<file path="src/hw/irq_flags_pkg.sv">
// Purpose: shared constants and types for the peripheral request flag block
// Assumes: classic wishbone, 32-bit data, word-aligned registers
// Notes:   offsets are byte addresses
package irq_flags_pkg;

    // ----------------------------------------
    // register map
    // ----------------------------------------
    localparam int         ADDR_W            = 5;
    localparam logic [4:0] FLAGS0_OFFSET     = 5'h00;
    localparam logic [4:0] FLAGS1_OFFSET     = 5'h04;
    localparam logic [4:0] STATUS_OFFSET     = 5'h08;
    localparam logic [4:0] RISE_MASK_OFFSET  = 5'h0c;
    localparam logic [4:0] FALL_MASK_OFFSET  = 5'h10;
    localparam logic [7:0] FLAGS_RESET       = 8'h00;
    localparam logic [7:0] FLAGS0_IMPL_MASK  = 8'h31;
    localparam logic [7:0] FLAGS0_WRITE_MASK = 8'h21;
    localparam logic [7:0] FLAGS1_WRITE_MASK = 8'hcf;

    // ----------------------------------------
    // bit positions
    // ----------------------------------------
    localparam int TIMER0_OVF_BIT   = 5;
    localparam int PIN_SUMMARY_BIT  = 4;
    localparam int EXT_PIN_BIT      = 0;
    localparam int TIMER1_GATE_BIT  = 7;
    localparam int CONV_DONE_BIT    = 6;
    localparam int RX_PENDING_BIT   = 5;
    localparam int TX_EMPTY_BIT     = 4;
    localparam int SYNC_DONE_BIT    = 3;
    localparam int BUS_COLL_BIT     = 2;
    localparam int TIMER2_MATCH_BIT = 1;
    localparam int TIMER1_OVF_BIT   = 0;

    // ----------------------------------------
    // pin-change ports
    // ----------------------------------------
    localparam int PORT_COUNT = 3;
    localparam int PORT_PINS  = 8;

    // ----------------------------------------
    // types
    // ----------------------------------------
    typedef enum logic [1:0] {
        BUS_IDLE = 2'b00,
        BUS_ACK  = 2'b01
    } bus_state_t;

    typedef struct packed {
        logic timer0_overflow;
        logic ext_pin;
        logic timer1_gate_closed;
        logic conversion_done;
        logic rx_not_empty;
        logic tx_empty;
        logic sync_serial_done;
        logic bus_collision;
        logic timer2_match;
        logic timer1_overflow;
    } irq_events_t;

endpackage

</file>
<file path="src/hw/pin_change_detect.sv">
// Purpose: per-pin edge detection with separate rising and falling masks
// Assumes: pins are asynchronous to clk_i
// Notes:   per_port_change_flags cleared by software writes of zero
`timescale 1ns/1ps
`default_nettype none
module pin_change_detect (
    input  wire logic                                                     clk_i,
    input  wire logic                                                     rst_i,
    input  wire logic [irq_flags_pkg::PORT_COUNT*irq_flags_pkg::PORT_PINS-1:0] pins_i,
    input  wire logic [irq_flags_pkg::PORT_COUNT*irq_flags_pkg::PORT_PINS-1:0] rising_edge_mask_i,
    input  wire logic [irq_flags_pkg::PORT_COUNT*irq_flags_pkg::PORT_PINS-1:0] falling_edge_mask_i,
    input  wire logic [irq_flags_pkg::PORT_COUNT*irq_flags_pkg::PORT_PINS-1:0] clear_i,
    output logic      [irq_flags_pkg::PORT_COUNT*irq_flags_pkg::PORT_PINS-1:0] per_port_change_flags_o
);
    localparam int N = irq_flags_pkg::PORT_COUNT * irq_flags_pkg::PORT_PINS;

    // ----------------------------------------
    // three-stage sync and edge flags
    // ----------------------------------------
    genvar g;
    generate
        for (g = 0; g < N; g++) begin : g_pin
            logic [2:0] sync_reg;
            logic       level_reg;
            logic       agree;
            logic       rise;
            logic       fall;
            // chain free-runs so it holds the pin level by the end of reset
            always_ff @(posedge clk_i) begin
                sync_reg <= {sync_reg[1:0], pins_i[g]};
            end
            assign agree = sync_reg[1] == sync_reg[2];
            // settled level, loaded in reset: a pin held high gives no false edge
            always_ff @(posedge clk_i) begin
                if (rst_i || agree) begin
                    level_reg <= sync_reg[2];
                end
            end
            assign rise = agree & sync_reg[2] & ~level_reg;
            assign fall = agree & ~sync_reg[2] & level_reg;
            always_ff @(posedge clk_i) begin
                if (rst_i) begin
                    per_port_change_flags_o[g] <= 1'b0;
                end else if ((rise & rising_edge_mask_i[g]) | (fall & falling_edge_mask_i[g])) begin
                    per_port_change_flags_o[g] <= 1'b1;
                end else if (clear_i[g]) begin
                    per_port_change_flags_o[g] <= 1'b0;
                end
            end

            property p_edge_only;
                @(posedge clk_i) disable iff (rst_i)
                    !per_port_change_flags_o[g] ##1 per_port_change_flags_o[g]
                    |-> $past((rise & rising_edge_mask_i[g]) | (fall & falling_edge_mask_i[g]));
            endproperty
            a_edge_only: assert property (p_edge_only) else $error("pin flag set without enabled edge");
        end
    endgenerate
endmodule
`default_nettype wire

</file>
<file path="src/hw/peripheral_irq_flags.sv">
// Purpose: two peripheral interrupt request flag registers on wishbone
// Assumes: event inputs are one-cycle pulses on clk_i; status inputs are levels
// Notes:   per-port flags at 0x08, rising mask at 0x0c, falling mask at 0x10
// Function
// - first register bits 7,6 and 3..1 read zero and ignore writes.
// - timer 0 overflow sets bit 5; cleared by writing zero.
// - bit 4 is read-only OR of all per-port pin-change flags.
// - pin-change flag sets only on an enabled, individually masked edge.
// - external pin event sets bit 0; cleared by software.
// - event flags set regardless of any enable bits.
// - timer 1 gate closing sets second register bit 7; writable clear.
// - conversion complete sets bit 6; writable clear.
// - bit 5 read-only, one while receive buffer holds data.
// - bit 4 read-only, one while transmit buffer is empty.
// - sync serial completion sets bit 3 until software clears it.
// - bus collision sets bit 2 until software clears it.
// - timer 2 period match sets bit 1 until software clears it.
// - timer 1 overflow sets bit 0 until software clears it.
// - all implemented flags except second register bits 5 and 4 reset to zero on every reset.
`timescale 1ns/1ps
`default_nettype none
module peripheral_irq_flags (
    input  wire logic                        clk_i,
    input  wire logic                        rst_i,
    input  wire logic                        cyc_i,
    input  wire logic                        stb_i,
    input  wire logic                        we_i,
    input  wire logic [3:0]                  sel_i,
    input  wire logic [31:0]                 adr_i,
    input  wire logic [31:0]                 dat_i,
    output logic      [31:0]                 dat_o,
    output logic                             ack_o,
    input  wire irq_flags_pkg::irq_events_t  events_i,
    input  wire logic [23:0]                 pins_i,
    output logic      [7:0]                  periph_request_flags_0_o,
    output logic      [7:0]                  periph_request_flags_1_o
);
    // ----------------------------------------
    // bus decode
    // ----------------------------------------
    logic        req;
    logic        wr_stb;
    logic        hit0;
    logic        hit1;
    logic        hit_st;
    logic        hit_rise;
    logic        hit_fall;
    logic [4:0]  word_adr;
    logic [7:0]  clr0;
    logic [7:0]  clr1;
    logic [7:0]  flags0_reg;
    logic [7:0]  flags1_reg;
    logic [23:0] rise_mask_reg;
    logic [23:0] fall_mask_reg;
    logic [23:0] port_flags;
    logic [23:0] port_clr;
    logic        summary;
    logic [7:0]  set1;
    logic [7:0]  rd0;
    logic [7:0]  rd1;
    irq_flags_pkg::bus_state_t state_reg;

    assign req      = cyc_i & stb_i & (state_reg == irq_flags_pkg::BUS_IDLE);
    assign word_adr = adr_i[irq_flags_pkg::ADDR_W-1:0];
    assign hit0     = word_adr == irq_flags_pkg::FLAGS0_OFFSET;
    assign hit1     = word_adr == irq_flags_pkg::FLAGS1_OFFSET;
    assign hit_st   = word_adr == irq_flags_pkg::STATUS_OFFSET;
    assign hit_rise = word_adr == irq_flags_pkg::RISE_MASK_OFFSET;
    assign hit_fall = word_adr == irq_flags_pkg::FALL_MASK_OFFSET;
    assign wr_stb   = req & we_i;

    // clear mask: writing zero to a writable bit clears it
    assign clr0 = (wr_stb & hit0 & sel_i[0]) ? (~dat_i[7:0] & irq_flags_pkg::FLAGS0_WRITE_MASK) : 8'h00;
    assign clr1 = (wr_stb & hit1 & sel_i[0]) ? (~dat_i[7:0] & irq_flags_pkg::FLAGS1_WRITE_MASK) : 8'h00;

    // ----------------------------------------
    // single-cycle ack state machine
    // ----------------------------------------
    always_ff @(posedge clk_i) begin
        if (rst_i) begin
            state_reg <= irq_flags_pkg::BUS_IDLE;
        end else begin
            case (state_reg)
                irq_flags_pkg::BUS_IDLE: if (req) state_reg <= irq_flags_pkg::BUS_ACK;
                irq_flags_pkg::BUS_ACK:  state_reg <= irq_flags_pkg::BUS_IDLE;
                default:                 state_reg <= irq_flags_pkg::BUS_IDLE;
            endcase
        end
    end

    assign ack_o = (state_reg == irq_flags_pkg::BUS_ACK);

    // ----------------------------------------
    // pin-change masks and per-port flags
    // ----------------------------------------
    // status word: [23:0] per-port flags (write 0 to clear); mask words above
    always_ff @(posedge clk_i) begin
        if (rst_i) begin
            rise_mask_reg <= 24'h000000;
            fall_mask_reg <= 24'h000000;
        end else if (wr_stb && hit_rise) begin
            rise_mask_reg <= dat_i[23:0];
        end else if (wr_stb && hit_fall) begin
            fall_mask_reg <= dat_i[23:0];
        end
    end

    assign port_clr = (wr_stb & hit_st) ? ~dat_i[23:0] : 24'h000000;

    pin_change_detect u_pcd (
        .clk_i                   (clk_i),
        .rst_i                   (rst_i),
        .pins_i                  (pins_i),
        .rising_edge_mask_i      (rise_mask_reg),
        .falling_edge_mask_i     (fall_mask_reg),
        .clear_i                 (port_clr),
        .per_port_change_flags_o (port_flags)
    );

    assign summary = |port_flags;

    // ----------------------------------------
    // sticky flags
    // ----------------------------------------
    always_ff @(posedge clk_i) begin
        if (rst_i) begin
            flags0_reg <= irq_flags_pkg::FLAGS_RESET;
        end else begin
            flags0_reg[irq_flags_pkg::TIMER0_OVF_BIT] <= events_i.timer0_overflow |
                (flags0_reg[irq_flags_pkg::TIMER0_OVF_BIT] & ~clr0[irq_flags_pkg::TIMER0_OVF_BIT]);
            flags0_reg[irq_flags_pkg::EXT_PIN_BIT] <= events_i.ext_pin |
                (flags0_reg[irq_flags_pkg::EXT_PIN_BIT] & ~clr0[irq_flags_pkg::EXT_PIN_BIT]);
        end
    end

    always_comb begin
        set1 = 8'h00;
        set1[irq_flags_pkg::TIMER1_GATE_BIT]  = events_i.timer1_gate_closed;
        set1[irq_flags_pkg::CONV_DONE_BIT]    = events_i.conversion_done;
        set1[irq_flags_pkg::SYNC_DONE_BIT]    = events_i.sync_serial_done;
        set1[irq_flags_pkg::BUS_COLL_BIT]     = events_i.bus_collision;
        set1[irq_flags_pkg::TIMER2_MATCH_BIT] = events_i.timer2_match;
        set1[irq_flags_pkg::TIMER1_OVF_BIT]   = events_i.timer1_overflow;
    end

    always_ff @(posedge clk_i) begin
        if (rst_i) begin
            flags1_reg <= irq_flags_pkg::FLAGS_RESET;
        end else begin
            flags1_reg <= (set1 | (flags1_reg & ~clr1)) & irq_flags_pkg::FLAGS1_WRITE_MASK;
        end
    end

    // ----------------------------------------
    // read view
    // ----------------------------------------
    always_comb begin
        rd0 = flags0_reg & irq_flags_pkg::FLAGS0_IMPL_MASK;
        rd0[irq_flags_pkg::PIN_SUMMARY_BIT] = summary;
        rd1 = flags1_reg;
        rd1[irq_flags_pkg::RX_PENDING_BIT] = events_i.rx_not_empty;
        rd1[irq_flags_pkg::TX_EMPTY_BIT]   = events_i.tx_empty;
    end

    assign periph_request_flags_0_o = rd0;
    assign periph_request_flags_1_o = rd1;

    always_ff @(posedge clk_i) begin
        if (rst_i) begin
            dat_o <= 32'h00000000;
        end else if (req) begin
            if (hit0) begin
                dat_o <= {24'h000000, rd0};
            end else if (hit1) begin
                dat_o <= {24'h000000, rd1};
            end else if (hit_st) begin
                dat_o <= {8'h00, port_flags};
            end else if (hit_rise) begin
                dat_o <= {8'h00, rise_mask_reg};
            end else if (hit_fall) begin
                dat_o <= {8'h00, fall_mask_reg};
            end else begin
                dat_o <= 32'h00000000;
            end
        end
    end

    // ----------------------------------------
    // assertions
    // ----------------------------------------
    property p_unimpl_zero;
        @(posedge clk_i) disable iff (rst_i) (rd0 & ~irq_flags_pkg::FLAGS0_IMPL_MASK) == 8'h00;
    endproperty
    a_unimpl_zero: assert property (p_unimpl_zero) else $error("unimplemented bits nonzero");

    property p_t0_set;
        @(posedge clk_i) disable iff (rst_i) events_i.timer0_overflow |=> rd0[irq_flags_pkg::TIMER0_OVF_BIT];
    endproperty
    a_t0_set: assert property (p_t0_set) else $error("timer0 flag not set");

    property p_t0_hold;
        @(posedge clk_i) disable iff (rst_i)
            rd0[irq_flags_pkg::TIMER0_OVF_BIT] && !clr0[irq_flags_pkg::TIMER0_OVF_BIT]
            |=> rd0[irq_flags_pkg::TIMER0_OVF_BIT];
    endproperty
    a_t0_hold: assert property (p_t0_hold) else $error("timer0 flag dropped");

    property p_summary;
        @(posedge clk_i) disable iff (rst_i) rd0[irq_flags_pkg::PIN_SUMMARY_BIT] == (port_flags != 24'h000000);
    endproperty
    a_summary: assert property (p_summary) else $error("summary mismatch");

    property p_ext_set;
        @(posedge clk_i) disable iff (rst_i) events_i.ext_pin |=> rd0[irq_flags_pkg::EXT_PIN_BIT];
    endproperty
    a_ext_set: assert property (p_ext_set) else $error("ext flag not set");

    property p_set_wins;
        @(posedge clk_i) disable iff (rst_i) (|(set1 & clr1)) |=> (|(flags1_reg & $past(set1 & clr1)));
    endproperty
    a_set_wins: assert property (p_set_wins) else $error("set lost to clear");

    property p_rx;
        @(posedge clk_i) disable iff (rst_i) rd1[irq_flags_pkg::RX_PENDING_BIT] == events_i.rx_not_empty;
    endproperty
    a_rx: assert property (p_rx) else $error("rx flag mismatch");

    property p_tx;
        @(posedge clk_i) disable iff (rst_i) rd1[irq_flags_pkg::TX_EMPTY_BIT] == events_i.tx_empty;
    endproperty
    a_tx: assert property (p_tx) else $error("tx flag mismatch");

    property p_clear;
        @(posedge clk_i) disable iff (rst_i) (clr1 != 8'h00) && (set1 == 8'h00) |=> ((flags1_reg & $past(clr1)) == 8'h00);
    endproperty
    a_clear: assert property (p_clear) else $error("clear ignored");

    property p_reset;
        @(posedge clk_i) rst_i |=> (flags0_reg == 8'h00) && (flags1_reg == 8'h00);
    endproperty
    a_reset: assert property (p_reset) else $error("flags not reset");

    property p_ack_one;
        @(posedge clk_i) disable iff (rst_i) ack_o |=> !ack_o;
    endproperty
    a_ack_one: assert property (p_ack_one) else $error("ack held");

    property p_ext_hold;
        @(posedge clk_i) disable iff (rst_i)
            rd0[irq_flags_pkg::EXT_PIN_BIT] && !clr0[irq_flags_pkg::EXT_PIN_BIT]
            |=> rd0[irq_flags_pkg::EXT_PIN_BIT];
    endproperty
    a_ext_hold: assert property (p_ext_hold) else $error("ext flag dropped");

    property p_t0_clear;
        @(posedge clk_i) disable iff (rst_i)
            clr0[irq_flags_pkg::TIMER0_OVF_BIT] && !events_i.timer0_overflow
            |=> !rd0[irq_flags_pkg::TIMER0_OVF_BIT];
    endproperty
    a_t0_clear: assert property (p_t0_clear) else $error("timer0 flag not cleared");

    property p_ext_clear;
        @(posedge clk_i) disable iff (rst_i)
            clr0[irq_flags_pkg::EXT_PIN_BIT] && !events_i.ext_pin
            |=> !rd0[irq_flags_pkg::EXT_PIN_BIT];
    endproperty
    a_ext_clear: assert property (p_ext_clear) else $error("ext flag not cleared");

    property p_set1;
        @(posedge clk_i) disable iff (rst_i) (set1 != 8'h00) |=> ((flags1_reg & $past(set1)) == $past(set1));
    endproperty
    a_set1: assert property (p_set1) else $error("second register flag not set");

    property p_flags1_hold;
        @(posedge clk_i) disable iff (rst_i)
            (flags1_reg & ~clr1) != 8'h00
            |=> (flags1_reg & $past(flags1_reg & ~clr1)) == $past(flags1_reg & ~clr1);
    endproperty
    a_flags1_hold: assert property (p_flags1_hold) else $error("second register flag dropped");

    property p_ack_resp;
        @(posedge clk_i) disable iff (rst_i) req |=> ack_o;
    endproperty
    a_ack_resp: assert property (p_ack_resp) else $error("request not acknowledged");

    property p_ack_cause;
        @(posedge clk_i) disable iff (rst_i) ack_o |-> $past(req);
    endproperty
    a_ack_cause: assert property (p_ack_cause) else $error("ack without request");

    property p_unmapped;
        @(posedge clk_i) disable iff (rst_i)
            req && !(hit0 || hit1 || hit_st || hit_rise || hit_fall) |=> dat_o == 32'h00000000;
    endproperty
    a_unmapped: assert property (p_unmapped) else $error("unmapped read not zero");

    property p_mask_reset;
        @(posedge clk_i)
            rst_i |=> (rise_mask_reg == 24'h000000) && (fall_mask_reg == 24'h000000) && (port_flags == 24'h000000);
    endproperty
    a_mask_reset: assert property (p_mask_reset) else $error("pin state not reset");

    c_write: cover property (@(posedge clk_i) disable iff (rst_i) wr_stb && hit1);
    c_race:  cover property (@(posedge clk_i) disable iff (rst_i) |(set1 & clr1));
    c_pin:   cover property (@(posedge clk_i) disable iff (rst_i) $rose(summary));
    c_fall:  cover property (@(posedge clk_i) disable iff (rst_i) wr_stb && hit_fall);
    c_t0:    cover property (@(posedge clk_i) disable iff (rst_i)
                             events_i.timer0_overflow && clr0[irq_flags_pkg::TIMER0_OVF_BIT]);
endmodule
`default_nettype wire

</file>
<file path="config.mk">
export PLATFORM = sky130hd
export DESIGN_NAME = peripheral_irq_flags
export DESIGN_NICKNAME = d
export VERILOG_FILES = /design/src/hw/irq_flags_pkg.sv /design/src/hw/pin_change_detect.sv /design/src/hw/peripheral_irq_flags.sv
export SDC_FILE = /design/constraint.sdc
export NUM_CORES = 1
export LEC_CHECK = 0
export BUFFER_PORTS_ARGS = -buffer_cell sky130_fd_sc_hd__buf_2
export CORE_ASPECT_RATIO = 1.75
export CORE_MARGIN = 2
export CORE_UTILIZATION = 55
export CTS_CLUSTER_DIAMETER = 120
export DETAILED_ROUTE_END_ITERATION = 16
export GPL_TIMING_DRIVEN = 0
export HOLD_SLACK_MARGIN = 0.1
export PLACE_DENSITY = 0.8
export SETUP_SLACK_MARGIN = 0.2
export SLEW_MARGIN = 0
export SYNTH_ARGS = -nofsm -noshare
export SYNTH_HDL_FRONTEND = slang
export SYNTH_SLANG_ARGS = --single-unit
export TNS_END_PERCENT = 1
</file>
<file path="constraint.sdc">
create_clock -name clk_i -period 2.2 [get_ports clk_i]
set_input_delay 0.44 -clock clk_i [delete_from_list [all_inputs] [get_ports clk_i]]
set_output_delay 0.44 -clock clk_i [all_outputs]
set_load 0.03 [all_outputs]
</file>
==> run summary <==
Outcome: complete, but fails checks
Number of setup violations in the final report: 2
Static Leakage: 0.00412 uW
Antenna viol nets, final: 0
Clock latency reported for the late side of the worst-skew pair: 0.49 ns
Failing checks: setup timing
Vias post-DR: 6831
Layout Skew: 0.00885 ns
Clock-pin transition on the worst setup and hold timing paths: 0.07 ns
CP max FO: 2
Top-count cell post-synth: dfxtp_1
Min-delay src: events_i[2]
Number of synthesized register bits: 201
Final Power: 7620 uW
Distinct cells, synth: 42
CORE AREA: 14300 um^2
Final Max Slew Viols: 0
Minimum clock period: 2.34 ns
Slew HR: 39.4%
TritonCTS clock tree: built
Sinks on Clock Net: 201
Multi-input logic area: 3290 um^2
Post-Syn Area: 7990 um^2
First-pass GRT wire length: 33.4 mm
FMAX: 0.427 GHz
Post-synth top area cell: dfxtp_1
Die width: 95.1 um
Reg2Reg Setup Slack: -0.04 ns
CP required: 1.76 ns
Crit end category: primary output
Total global-route track usage: 27.8%
Die ar.: 15600 um^2
Fillers: 1128
Via density: 5.70
P&R area growth vs syn: 22.4%
Max reg flops: 72
Register area: 4270 um^2
Synth top cells by count: dfxtp_1 (177), nand2_1 (125), a21oi_1 (73)
Cells after DPL: 1131
Area share of the largest cell type after synthesis: 44.3%
DRC: 0
CTS buffer count: 19
Reg2reg start: u_pcd.per_port_change_flags_o[20]$_SDFFE_PP0P_
Clock buffer depth: 3
Global route overflow: 0
Finished Cell Area: 9780 um^2
Synth Instances: 839
Async S/R FF share, synth: 0%
VDD IR max: 0.850 mV
Layout cells sized above 1: 21.5%
EDFF count, synth: 24
Initial core utilization: 55.9%
Primary FF master, synth: dfxtp_1
Vert. Die Dim: 163 um
Startpoint types: register
H-Tree Level Count: 1
Max_cap viols: 0
Pre-Repair DR Iteration Count: 5
Power Dens Cells: 779 nW/um^2
Port Buffers: 100
RSZ-0062 raised after global routing: true
Total Wirelength: 21.7 mm
# rows: 58
Post-DP HPWL: 14.9 mm
Placed cell areas: 8770 um^2
Diode count: 0
Hold Slack: 0.182 ns
GP Congestion: 0.917
Warning count from the yosys run: 0
Crit share post-route: 106%
Worst EP arrival: 1.90 ns
Syn Area/Cell: 9.53 um^2
Final WS setup: -0.140 ns
Antenna violations before repair: 0
Vias in the first global route: 6727
Final hold vios: 0
Critical path class: register to primary output
Slew @ Worst Pin: 0.899 ns
I/O pin count: 156
Root Driver: clkbuf_16
Hold Crit Class: input port to register
WL/cell: 18.1 um
1st-iter DRT viols: 430
Largest net degree at the start of global routing: 16
Seq/Total Area, Yosys: 53.3%
Nets: 1161
Finished Layout Cells: 1198
Area contributors post-synth: dfxtp_1 (44%), edfxtp_1 (9.0%), ha_1 (7.5%)
Crit path launch: u_pcd.per_port_change_flags_o[20]$_SDFFE_PP0P_
## what timing repair did
action                                  4_1_cts  5_1_grt
hold endpoints to repair                     24        0
hold buffers                                 24        0
endpoints found under the setup margin       11       23
pin swaps                                     5        3
buffers inserted                             10        0
resized for setup                            20        6
## cell type report
cell class,instances,share of cell area (%)
flip-flops and latches,201,43.6
multi-input cells,533,33.7
repair buffers,134,8.71
clock buffers,28,5.85
plain buffers,60,3.40
well taps,180,2.30
inverters,57,2.19
clock inverters,5,0.256
## critical path, cell delays in order (launching register included)
cell	delay [ns]
dfxtp_2	0.34
nor4_4	0.34
nand4_1	0.21
or2_4	0.28
buf_6	0.11
buf_6	0.12
## final timing paths
path / cells past startpoint / end
min: 3 / flags1_reg[2]$_SDFF_PP0_
max reg2reg: 13 / dat_o[4]$_SDFFE_PP0N_
max: 5 / periph_request_flags_0_o[4]
min reg2reg: 0 / u_pcd.g_pin[2].sync_reg[1]$_DFF_P_
## per-stage QoR
| stage | setup TNS, ns | util [%] | worst slack, ns |
|---|---|---|---|
| 2_1_floorplan | 0 | - | 0.517 |
| 3_3_place_gp | -7.97 | 61.3 | -0.487 |
| 3_5_place_dp | -3.10 | 61.4 | -0.147 |
| 4_1_cts | -0.0993 | 68.4 | -0.0993 |
| 5_1_grt | -0.249 | 68.4 | -0.165 |
| 6_report | -0.177 | 68.4 | -0.140 |
## layer usage
metal  global-route usage [%]  wire length, um
met2                     49.8            11300
met5                        0                0
met3                     4.70             1640
met4                     18.6             1330
met1                     28.8             7390
## report_power, final
part / internal [uW] / leakage, uW / switching [uW]
clock: 1800 / 0.000299 / 1370
combinational: 198 / 0.00212 / 319
sequential: 3850 / 0.00170 / 77.1
## cell families (layout without fill, tap and decap cells)
| kind of cell | Yosys count | after routing | synth area share, % |
|---|---|---|---|
| AOI/OAI and AO/OA | 205 | 205 | 15.4 |
| adders and majority gates | 48 | 48 | 7.51 |
| buffers and inverters | 117 | 284 | 6.76 |
| DFF | 201 | 201 | 53.3 |
| muxes | 16 | 16 | 2.25 |
| other | 1 | 13 | 0.0469 |
| and+or+nand+nor | 251 | 251 | 14.7 |
## cell usage in the layout (no fill, tap or decap), types with 5 or more instances in the layout
master	instances
o22a_1	5
a21oi_2	18
conb_1	13
a31oi_1	26
mux2_2	16
dlygate4sd3_1	24
ha_1	48
nand2_1	125
a22oi_1	19
buf_4	19
dfxtp_1	175
inv_1	57
clkinv_2	5
nand3_1	27
a21oi_1	73
buf_2	113
clkbuf_1	28
nand2b_1	29
nor2b_1	9
edfxtp_1	24
o21ai_0	49
clkbuf_16	21
buf_6	12
nor2_1	30
No activity file was read; power rests on OpenSTA's default activity.
